[config.mk]
export PLATFORM = sky130hd
export DESIGN_NAME = ccmd_core
export DESIGN_NICKNAME = d
export VERILOG_FILES = /design/src/ccmd_pkg.sv /design/src/ccmd_core.sv
export SDC_FILE = /design/constraint.sdc
export NUM_CORES = 1
export LEC_CHECK = 0
export ABC_AREA = 1
export BUFFER_PORTS_ARGS = -buffer_cell sky130_fd_sc_hd__buf_2
export CAP_MARGIN = 20
export CORE_UTILIZATION = 40
export CTS_BUF_LIST = sky130_fd_sc_hd__clkbuf_4
export DETAILED_ROUTE_END_ITERATION = 10
export GPL_ROUTABILITY_DRIVEN = 0
export HOLD_SLACK_MARGIN = 0.1
export PLACE_DENSITY = 0.62
export SLEW_MARGIN = 10
export SYNTH_ARGS = -nofsm -noshare
export SYNTH_HDL_FRONTEND = slang
export SYNTH_SLANG_ARGS = --single-unit
[constraint.sdc]
create_clock -name clk -period 3.9 [get_ports clk]
set_clock_uncertainty 0.15 [all_clocks]
set_input_delay 0.39 -clock clk [delete_from_list [all_inputs] [get_ports clk]]
set_output_delay 0.39 -clock clk [all_outputs]
set_load 0.05 [all_outputs]
[src/ccmd_pkg.sv]
/*
 * Constants for the counter module command interpreter: register map,
 * command codes, status bit positions and timing counts.
 * Assumes a 10 MHz core clock and a 16-bit host register port.
 */
// Functional notes
// - parameterize 71xx: image loaded first; counter bits 1-7, global bit 0
// - store 72xx: image loaded first, then saved for the selected parts
// - rewrite 73xx: saved image copied back, host then reads it
// - restore defaults 74xx: default image loaded, host then reads it
// - host requests memory, proceeds only while firmware is not accessing
// - module toggles watchdog bit; host aborts after 127 silent passes (host model ignores wdog, gives up after 10000 cycles of firmware access)
// - after parameterizing, counters 1-5 stopped, 6-7 running, outputs off (code changes only counters selected in bits 1-7; others keep their state)
package ccmd_pkg;
  localparam int unsigned CLK_NS = 100;
  localparam int unsigned EXEC_US = 2000; // firmware run time of long commands
  localparam int unsigned EXEC_CYC_DEF = (EXEC_US * 1000 + CLK_NS - 1) / CLK_NS;
  localparam int unsigned WDOG_US = 50; // watchdog half period
  localparam int unsigned WDOG_CYC = (WDOG_US * 1000) / CLK_NS;
  localparam logic [7:0] ADDR_CTRL = 8'h00;
  localparam logic [7:0] ADDR_ERR = 8'h01;
  localparam logic [7:0] ADDR_ACCESS = 8'h02;
  localparam logic [7:0] ADDR_RUN = 8'h03;
  localparam logic [7:0] ADDR_IMG = 8'h10;
  localparam int unsigned IMG_WORDS = 16;
  localparam logic [7:0] OP_PARAM = 8'h71;
  localparam logic [7:0] OP_STORE = 8'h72;
  localparam logic [7:0] OP_REWRITE = 8'h73;
  localparam logic [7:0] OP_DEFAULT = 8'h74;
  localparam logic [7:0] OP_TEST = 8'h81;
  localparam logic [7:0] ERR_NONE = 8'h00;
  localparam logic [7:0] ERR_UNKNOWN = 8'h01;
  localparam logic [7:0] ERR_NOSTORE = 8'h02;
  localparam logic [7:0] ERR_BUSY = 8'h03;
  localparam logic [7:0] ERR_NOREQ = 8'h04;
  localparam logic [7:1] RUN_AUTO = 7'h60; // counters 6 and 7 start by themselves
  localparam logic [15:0] IMG_DEFAULT = 16'h0000;
  localparam logic [15:0] RUN_RESET = 16'h0000;
  localparam int unsigned ST_REQ = 0;
  localparam int unsigned ST_FW = 1;
  localparam int unsigned ST_WDOG = 2;
  localparam int unsigned ST_BUSY = 3;
  localparam int unsigned ST_STORED = 4;
  localparam int unsigned ST_OEN = 8;
  typedef enum logic [2:0] {
    CCMD_IDLE = 3'b001,
    CCMD_EXEC = 3'b010,
    CCMD_DONE = 3'b100
  } ccmd_state_e;
endpackage : ccmd_pkg

[src/ccmd_core.sv]
/*
 * Command interpreter of the counter module: parameter image memory,
 * control word execution, memory access interlock and watchdog toggle.
 * Assumes a host on the same clock driving a one-cycle strobe port.
 */
`timescale 1ns/1ps
module ccmd_core import ccmd_pkg::*; #(
  parameter int unsigned EXEC_CYCLES = EXEC_CYC_DEF
) (
  input wire logic clk,
  input wire logic rst_b,
  input wire logic [7:0] addr,
  input wire logic [15:0] wdata,
  input wire logic wr,
  input wire logic rd,
  output logic [15:0] rdata,
  output logic [7:1] counter_run,
  output logic outputs_en,
  output logic fw_access,
  output logic wdog
);
  logic rst_meta_reg;
  logic rst_n_reg;
  ccmd_state_e state_reg, state_next;
  logic [15:0] ctl_reg, ctl_next;
  logic [23:0] cnt_reg, cnt_next;
  logic [7:0] err_reg, err_next;
  logic stored_reg, stored_next;
  logic req_reg, req_next;
  logic fw_reg, fw_next;
  logic [7:1] run_reg, run_next;
  logic oen_reg, oen_next;
  logic [15:0] wd_cnt_reg, wd_cnt_next;
  logic wd_reg, wd_next;
  logic [15:0] rdata_reg, rdata_next;
  logic [15:0] work_mem [IMG_WORDS];
  logic [15:0] store_mem [IMG_WORDS];
  logic img_hit;
  logic img_grant;
  logic [3:0] img_idx;
  logic [7:0] op;

  // reset release through two flops, assertion stays asynchronous
  always_ff @(posedge clk or negedge rst_b) begin
    if (!rst_b) begin
      rst_meta_reg <= 1'b0;
      rst_n_reg <= 1'b0;
    end else begin
      rst_meta_reg <= 1'b1;
      rst_n_reg <= rst_meta_reg;
    end
  end

  assign img_hit = (addr[7:4] == ADDR_IMG[7:4]);
  assign img_idx = addr[3:0];
  assign img_grant = req_reg && !fw_reg; // host owns the image only when firmware is off it
  assign op = ctl_reg[15:8];

  // command sequencing, error capture and register reads
  always_comb begin
    state_next = state_reg;
    ctl_next = ctl_reg;
    cnt_next = cnt_reg;
    err_next = err_reg;
    stored_next = stored_reg;
    req_next = req_reg;
    fw_next = fw_reg;
    run_next = run_reg;
    oen_next = oen_reg;
    rdata_next = RUN_RESET;
    if (rd) begin
      case (addr)
        ADDR_ERR: begin
          rdata_next = {8'h00, err_reg};
          err_next = ERR_NONE; // cleared by reading; a new error below still wins
        end
        ADDR_ACCESS: begin
          rdata_next = RUN_RESET;
          rdata_next[ST_REQ] = req_reg;
          rdata_next[ST_FW] = fw_reg;
          rdata_next[ST_WDOG] = wd_reg;
          rdata_next[ST_BUSY] = (state_reg != CCMD_IDLE);
          rdata_next[ST_STORED] = stored_reg;
        end
        ADDR_RUN: begin
          rdata_next = {7'h00, oen_reg, run_reg, 1'b0};
        end
        default: begin
          if (img_hit && img_grant) begin
            rdata_next = work_mem[img_idx];
          end
        end
      endcase
    end
    if (wr && addr == ADDR_ACCESS) begin
      req_next = wdata[ST_REQ];
    end
    if (wr && img_hit && !img_grant) begin
      err_next = ERR_NOREQ;
    end
    case (state_reg)
      CCMD_IDLE: begin
        if (wr && addr == ADDR_CTRL) begin
          case (wdata[15:8])
            OP_PARAM, OP_STORE, OP_DEFAULT, OP_TEST: begin
              ctl_next = wdata;
              state_next = CCMD_EXEC;
              fw_next = 1'b1;
              cnt_next = 24'(EXEC_CYCLES);
            end
            OP_REWRITE: begin
              if (stored_reg) begin
                ctl_next = wdata;
                state_next = CCMD_EXEC;
                fw_next = 1'b1;
                cnt_next = 24'(EXEC_CYCLES);
              end else begin
                err_next = ERR_NOSTORE; // nothing saved yet
              end
            end
            default: err_next = ERR_UNKNOWN;
          endcase
        end
      end
      CCMD_EXEC: begin
        if (wr && addr == ADDR_CTRL) begin
          err_next = ERR_BUSY; // word lost: host was told busy and must retry
        end
        if (cnt_reg <= 24'h000001) begin
          state_next = CCMD_DONE;
        end else begin
          cnt_next = cnt_reg - 24'h000001;
        end
      end
      CCMD_DONE: begin
        state_next = CCMD_IDLE;
        fw_next = 1'b0;
        if (op == OP_PARAM) begin
          run_next = (run_reg & ~ctl_reg[7:1]) | (RUN_AUTO & ctl_reg[7:1]);
          oen_next = 1'b0;
        end
        if (op == OP_STORE) begin
          stored_next = 1'b1;
        end
      end
      default: begin
        state_next = CCMD_IDLE;
        fw_next = 1'b0;
      end
    endcase
  end

  // watchdog toggles on its own, so it keeps toggling even if the sequencer stalls
  always_comb begin
    wd_cnt_next = wd_cnt_reg + 16'h0001;
    wd_next = wd_reg;
    if (wd_cnt_reg >= 16'(WDOG_CYC - 1)) begin
      wd_cnt_next = 16'h0000;
      wd_next = !wd_reg;
    end
  end

  always_ff @(posedge clk or negedge rst_n_reg) begin
    if (!rst_n_reg) begin
      state_reg <= CCMD_IDLE;
      ctl_reg <= RUN_RESET;
      cnt_reg <= 24'h000000;
      err_reg <= ERR_NONE;
      stored_reg <= 1'b0;
      req_reg <= 1'b0;
      fw_reg <= 1'b0;
      run_reg <= 7'h00;
      oen_reg <= 1'b0;
      wd_cnt_reg <= 16'h0000;
      wd_reg <= 1'b0;
      rdata_reg <= RUN_RESET;
    end else begin
      state_reg <= state_next;
      ctl_reg <= ctl_next;
      cnt_reg <= cnt_next;
      err_reg <= err_next;
      stored_reg <= stored_next;
      req_reg <= req_next;
      fw_reg <= fw_next;
      run_reg <= run_next;
      oen_reg <= oen_next;
      wd_cnt_reg <= wd_cnt_next;
      wd_reg <= wd_next;
      rdata_reg <= rdata_next;
    end
  end

  // image memories; word i belongs to counter i/2, counter 0 is the global set
  always_ff @(posedge clk) begin
    if (wr && img_hit && img_grant) begin
      work_mem[img_idx] <= wdata;
    end
    if (state_reg == CCMD_DONE) begin
      for (int i = 0; i < IMG_WORDS; i++) begin
        if (ctl_reg[i / 2]) begin
          case (op)
            OP_STORE: store_mem[i] <= work_mem[i];
            OP_REWRITE: work_mem[i] <= store_mem[i];
            OP_DEFAULT: work_mem[i] <= IMG_DEFAULT;
            default: ;
          endcase
        end
      end
    end
  end

  assign rdata = rdata_reg;
  assign counter_run = run_reg;
  assign outputs_en = oen_reg;
  assign fw_access = fw_reg;
  assign wdog = wd_reg;
endmodule : ccmd_core

[Word-level counts from Yosys, hierarchy flattened]
Memories as Yosys holds them, arrays and structs flattened.
Cells that the tools add are included.
Operators by class
  reduce and logical (&&, ||, !) cells: 20
  eq/ne operators: 23
  magnitude comparators: 2
  bitwise operators: 20
  mux-type cells: 121
  add/sub/neg operators: 2
Operators by type and width (number)
  16-bit 2-to-1 mux: 20
  24-bit one-hot mux with 2 select lines: 2
  1-bit 2-to-1 mux: 79
  24-bit 2-to-1 mux: 3
  8-bit by 7-bit == test with 1-bit output (second input constant): 8
  8-bit 2-to-1 mux: 6
  16-bit one-hot mux with 3 select lines: 1
  16-bit one-hot mux with 2 select lines: 1
  8-bit one-hot mux with 2 select lines: 2
  24-bit by 1-bit <= comparator with 1-bit output (second input constant): 1
  24-bit by 1-bit subtractor with 24-bit output (second input constant): 1
  16-bit by 1-bit adder with 16-bit output (second input constant): 1
  8-bit by 2-bit == test with 1-bit output (second input constant): 2
  16-bit by 9-bit greater-or-equal comparator with 1-bit output (second input constant): 1
  1-bit OR: 16
  3-bit one-hot mux with 2 select lines: 2
  4-bit AND reduction: 3
  3-bit 2-to-1 mux: 3
  8-bit by 1-bit == test with 1-bit output (second input constant): 1
  8-bit == test (second input constant): 1
  8-bit logical NOT: 1
  2-bit inequality test (second input constant): 4
  7-bit bitwise AND: 1
  1-bit logical AND: 7
  other kinds (15): 21
Word-level totals
  register bits: 96
  input bits: 28
  RAM bits: 512
  memories: 2
Memory list
  store_mem: depth 16, width 16, read ports 16, clocked after memory_dff 0, write ports 16, RTL line ccmd_core.sv:37  | logic [15:0] store_mem [IMG_WORDS];
  work_mem: depth 16, width 16, read ports 17, clocked after memory_dff 0, write ports 17, RTL line ccmd_core.sv:36  | logic [15:0] work_mem [IMG_WORDS];

[Depth between registers and ports, before layout]
Gate-level depths: netlist of the first run.
  depth in word-level cells: 9
  gate-level depth with buffers: 13
  mapped depth without buffers: 11

[Worst setup path after synthesis of the first run]
No wires, ideal clock.
  path kind: input port to flip-flop
  from: input addr[1]
  to: memory work_mem[10][0], enable pin
  data arrival time: 2.507 ns
  cell stages on the path: 6
  buffers on the path: 2
  slack: 0.828 ns
  required time: 3.336 ns
  cells stage by stage: buf_4 > inv_2 > nor2_2 > clkbuf_1 > inv_1 > o31ai_1
RTL lines
  from (decl): RTL line ccmd_core.sv:12  | input wire logic [7:0] addr,
  to (decl): RTL line ccmd_core.sv:36

[Worst setup path in the final report of the first run]
  from: input addr[6]
  to: register rdata_reg[2], in the netlist rdata[2]
On the way
  word-level cells in the longest chain between the ends: 5
Ends and longest elaborated chain
  4-bit by 1-bit == test with 1-bit output: RTL line ccmd_core.sv:54  | assign img_hit = (addr[7:4] == ADDR_IMG[7:4]);
  1-bit logical AND: RTL line ccmd_core.sv:89  | if (img_hit && img_grant) begin
  16-bit 2-to-1 mux: RTL line ccmd_core.sv:89
  16-bit one-hot mux with 3 select lines *: RTL line ccmd_core.sv:72  | case (addr)
  16-bit 2-to-1 mux *: RTL line ccmd_core.sv:71  | if (rd) begin
  net rdata_next[2]: RTL line ccmd_core.sv:35  | logic [15:0] rdata_reg, rdata_next;
  to (signal assigned): RTL line ccmd_core.sv:189  | rdata_reg <= rdata_next;
  to (decl): RTL line ccmd_core.sv:35
Mark *: on every way through the listed nets, which the timed path passes. The rest lies on a longest branch.
A chain may end at the register's enable or synchronous reset.

==> results.ini, run 1 <==
[floorplanning]
core_um2 = 63500
die_h_um = 257
initial_utilization = 0.408
num_rows = 92
die_x_um = 257
die-area_um2 = 65800
ios = 54

[global_routing]
grt_start_max_net_pins = 225
grt_usage = 0.225
overflow = 0
antenna_found_initial = 5
grt_first_pass_wirelength_um = 113000
grt_pass1_vias = 19100

[synth]
synth_edf_count = 496
avgSynthCellArea_um2 = 10.4
netlist_instances = 2491
ys.flop_type = edfxtp_1
synth_warnings = 0
synth_cell_types = 46
syn-cell-area_um2 = 25900
synth_compound_area_frac = 0.0832
ys_seq_elements = 608
synthAdderAreaFrac = 0.00145
synth_top_family_by_area = simple AND/OR/NAND/NOR gates
synthArstFlopShare = 0.158
synthSimpleGateAreaFrac = 0.196
synthMuxAreaShare = 0
synthXorXnorAreaFrac = 0.00439
ys_seq_area_frac = 0.680

[clock_network]
hold_buffers = 47
cts_setup_buffers = 0
clk_pin_slew_ns = 0.06
cts_tree = done
numCtsBuffers = 161
clk_latency_ns = 1.04
clkSinkCount = 608
cts-root-buf = clkbuf_4
ctsResizeCount = 0
htreeDepth = 4
cts_buffer_depth = 3

[power]
total_power_w = 0.0135
leakage_nw = 12.5
power_density_nw_per_um2 = 453
ir_worst_vdd_mv = 0.303

[timing]
rsz0062_at_grt = no
fmaxAchievable_ghz = 0.270
tns_ns = 0
worst_pin_slew_ns = 1.09
max_slew_margin = 0.271
finalMaxSlewViolations = 0
setup_violations = 0
timing.final.ws_setup_ns = 0.197
hold_viol = 0
period_needed_ns = 3.70
period_share = 0.949
hold_slack_ns = 0.211

[cells_and_area]
area_delta_synth_final_pct = 15.1
num-nets-final = 2713
final_util = 0.469
drive_gt1_frac = 0.156

[setup_path]
worst_setup_path_start_kind = input port
crit_chain = dlygate4sd3_1, buf_2, nor2_1, dlygate4sd3_1, nand2_1, dlygate4sd3_1, nor2_2, nand2_1, nand4_1, dlygate4sd3_1, nand2_1, a21oi_1, dlygate4sd3_1
r2r.worst_path.cells = 7
worst_path_largest_cell_delay_ns = 0.77
cp_common_cell = dlygate4sd3_1
crit_required_ns = 4.70
cp_data_arrival_time_ns = 4.50
cp-end-kind = flip-flop
crit_slowest_cell = dlygate4sd3_1
critPathMaxFanout = 7
crit_type = input port to flip-flop

[route]
post-route-drc-count = 0
drt-wirelength-per-cell_um = 20.0
firstDrtPassIters = 6
vias = 19500
first_iter_violations = 2123
wirelength_um = 73300
ant_nets = 0
vias_per_cell = 5.31

[status]
outcome = complete, no violations

[hold_path]
hold_path.class = flip-flop to flip-flop
hold-path-cell-count = 0

[run]
drv_cap = 0

[place]
dpl.hpwl_um = 44400
port-buffer-count = 52
post-place-ws_ns = 1.06

## report_power, final
| group | internal (W) | leakage [nW] | switching [W] |
|---|---|---|---|
| clock network | 0.00328 | 1.30 | 0.00269 |
| registers | 0.00699 | 5.79 | 0.0000248 |
| logic | 0.000158 | 5.39 | 0.000374 |
| total | 0.0104 | 12.5 | 0.00309 |
## cell usage after synthesis, drive strengths merged (5+ instances only)
master	instances	area share
nand2	1035	0.15
edfxtp	496	0.57
o21ai	273	0.053
nor2	150	0.024
dfrtp	95	0.092
inv	74	0.011
buf	73	0.015
a22oi	64	0.019
clkbuf	60	0.0087
nand3	50	0.012
a21oi	33	0.0065
dfxtp	16	0.012
nand4	12	0.0029
nor3	9	0.0028
xor2	8	0.0027
a21boi	5	0.0014
o31ai	5	0.0014
or2	5	0.0012
xnor2	5	0.0017
## cells by family after synthesis
kind of cell / Yosys count
xor gates and xnor gates: 13
and+or+nand+nor: 1266
DFF: 608
adders and majority gates: 3
buffers and inverters: 210
AOI/OAI and AO/OA: 389
other: 2
## per-layer routing
layer	vias to the layer above	wire [um]	GRT usage
met1	9329	30800	0.310
met5	-	18	0
met4	2	1970	0.0904
li1	8944	-	-
met3	143	8170	0.0684
met2	1032	32400	0.333
## layout by cell type (no fill, tap or decap), drive strengths merged, types with 5 or more instances in the layout
cell / synthesis / routed
xor2: 8 / 8
diode: 0 / 10
o21ai: 273 / 273
a22oi: 64 / 64
dfrtp: 95 / 95
xnor2: 5 / 5
a21boi: 5 / 5
nor2: 150 / 150
nand4: 12 / 12
bufinv: 0 / 5
clkbuf: 60 / 255
dfxtp: 16 / 16
buf: 73 / 107
edfxtp: 496 / 496
dlygate4sd3: 0 / 47
conb: 2 / 9
a21oi: 33 / 33
inv: 74 / 78
clkinv: 3 / 23
o31ai: 5 / 5
nand3: 50 / 50
or2: 5 / 5
nor3: 9 / 9
nand2: 1035 / 1035
## final cells by class
cell class,instances,area [um^2]
sequential,608,17600
antenna,10,25.0
tap,846,1060
clock inverter,30,250
timing repair buffer,154,1190
fill,5933,33700
clock buffer,255,1910
inverter,77,294
multi-input combinational,1680,7470
## critical path: cells and delay by family
family | cells | cell delay [ns]
simple gates | 6 | 0.81
buf+inv | 6 | 3.14
compound gates | 1 | 0.16
## stage by stage
step,instance area (um^2),cells
after floorplan,25900,2498
final,29800,3660
after global routing,29800,3657
after detailed placement,27200,3318
after global placement,27200,3318
after CTS,29800,3650
## path summary, 6_finish.rpt
path	startpoint	end	slack, ns
worst min-delay path	rst_meta_reg	rst_n_reg	0.21
worst max register to register	ctl_reg[15]	work_mem[1][2]	1.01
worst min register to register	rst_meta_reg	rst_n_reg	0.21
worst max-delay path	addr[6]	rdata[2]	0.20
max in group asynchronous	rst_n_reg	ctl_reg[2]	2.30
min in group asynchronous	rst_n_reg	ctl_reg[13]	0.32
Power figures use the tool's default switching activity.
==> inputs of run 2 (changes only) <==
--- a/config.mk
+++ b/config.mk
@@ -9,7 +9,7 @@
 export BUFFER_PORTS_ARGS = -buffer_cell sky130_fd_sc_hd__buf_2
 export CAP_MARGIN = 20
 export CORE_UTILIZATION = 40
-export CTS_BUF_LIST = sky130_fd_sc_hd__clkbuf_4
+export CTS_BUF_LIST = sky130_fd_sc_hd__clkbuf_16
 export DETAILED_ROUTE_END_ITERATION = 10
 export GPL_ROUTABILITY_DRIVEN = 0
 export HOLD_SLACK_MARGIN = 0.1
==> results.ini, run 2 (same netlist as run 1, synthesis figures left out) <==
[clock_network]
cts_tree = done
cts-root-buf = clkbuf_16
numCtsBuffers = 61
clkSinkCount = 608
cts_buffer_depth = 3
cts_setup_buffers = 0
clk_latency_ns = 0.63
clk_pin_slew_ns = 0.06
htreeDepth = 2

[cells_and_area]
drive_gt1_frac = 0.0948
layout_common_cells = nand2_1 (1029), edfxtp_1 (496), o21ai_1 (146)
final_area_um2 = 29100
final_common_cell = nand2_1
area_delta_synth_final_pct = 12.4
final_util = 0.459
antenna_cells = 0
num-nets-final = 2576

[floorplanning]
ios = 54
core_um2 = 63500
die_h_um = 257
die-area_um2 = 65800
initial_utilization = 0.408
die_x_um = 257
num_rows = 92

[timing]
period_share = 0.744
hold_viol = 0
rsz0062_at_grt = no
fmaxAchievable_ghz = 0.345
finalMaxSlewViolations = 0
worst_pin_slew_ns = 1.06
hold_slack_ns = 0.131
max_slew_margin = 0.294
timing.final.ws_setup_ns = 0.999
setup_violations = 0
tns_ns = 0
period_needed_ns = 2.90

[global_routing]
overflow = 0
antenna_found_initial = 5
globalRouteMet1Util = 0.305
grt_start_max_net_pins = 225
grt_use_met3 = 0.0531
busiest_layer = met2
grt_use_met2 = 0.325
grt_first_pass_wirelength_um = 109000
grt_pass1_vias = 18000
grt_usage = 0.216

[setup_path]
critPathMaxFanout = 34
crit_type = flip-flop to flip-flop
worst_setup_path_start_kind = flip-flop
crit_required_ns = 4.05
cp-end-kind = flip-flop
cp_data_arrival_time_ns = 3.05

[power]
power_density_nw_per_um2 = 449
ir_worst_vdd_mv = 0.340
power_frac_seq = 0.536
comb_power_share = 0.039
clockPowerShare = 0.425
p_sw_w = 0.00287
swShare = 0.219
leakage_nw = 12.0
internal_power_w = 0.0102

[status]
outcome = complete, no violations

[route]
first_iter_violations = 2217
firstDrtPassIters = 5
ant_nets = 0
post-route-drc-count = 0
vias_per_cell = 5.44
wirelength_um = 71100
drt-wirelength-per-cell_um = 20.7
vias = 18700

[place]
port-buffer-count = 52
dpl.hpwl_um = 44400
placed_cell_area_um2 = 27200
post-place-ws_ns = 1.06

[hold_path]
hold_path.class = input port to flip-flop

[run]
drv_cap = 0

run 2: metrics by stage:
| step | std cells | total power [W] |
|---|---|---|
| 2_1_floorplan | 2498 | 0.00744 |
| 3_5_place_dp | 3318 | 0.00764 |
| 6_report | 3441 | 0.0131 |
| 3_3_place_gp | 3318 | 0.00763 |
| 4_1_cts | 3441 | 0.0132 |
| 5_1_grt | 3441 | 0.0135 |
run 2: power groups by stage:
stage               Sequential [W]  Clock [W]  Combinational (W)
floorplan                  0.00716          0           0.000287
CTS                        0.00702    0.00565           0.000501
global route               0.00702    0.00589           0.000553
global placement           0.00715          0           0.000482
detailed placement         0.00715          0           0.000491
finish                     0.00701    0.00556           0.000505
run 2: worst max-delay path, stage by stage (launching register included):
cell     delay [ns]
dfrtp_1        0.42
nor3_4         0.43
nand2_1        0.16
nand2_4        0.21
nand3_2        0.35
buf_4          0.39
o21ai_1        0.11
buf_4          0.33
run 2: repair_timing:
item                      CTS  global route
gates resized for setup     0             0
hold endpoints to repair   18             0
hold buffers               10             0
run 2: path summary, 6_finish.rpt:
| kind | from | endpoint | slack (ns) | depth (start not counted) |
|---|---|---|---|---|
| setup / recovery | ctl_reg[15] | work_mem[1][9] | 1.0 | 7 |
| setup reg to reg | ctl_reg[15] | work_mem[1][9] | 1.0 | 7 |
| hold reg to reg | rst_meta_reg | rst_n_reg | 0.21 | 0 |
| max in group asynchronous | rst_n_reg | rdata[6] | 2.30 | 1 |
| hold / removal | wdata[0] | ctl_reg[0] | 0.13 | 3 |
| min in group asynchronous | rst_n_reg | ctl_reg[15] | 0.30 | 0 |
run 2: routing by layer:
| metal | wire length [um] | part of all wire |
|---|---|---|
| met1 | 30200 | 0.42 |
| met2 | 31400 | 0.44 |
| met3 | 7340 | 0.10 |
| met4 | 2140 | 0.030 |
| met5 | 32 | 0.00045 |
run 2: final cells by class:
cell class | instances | area [um^2]
flip-flops and latches | 608 | 17600
inverters | 77 | 294
multi-input cells | 1680 | 7470
fillers | 5892 | 34400
clock inverters | 50 | 290
clock buffers | 63 | 1580
repair buffers | 117 | 823
well taps | 846 | 1060
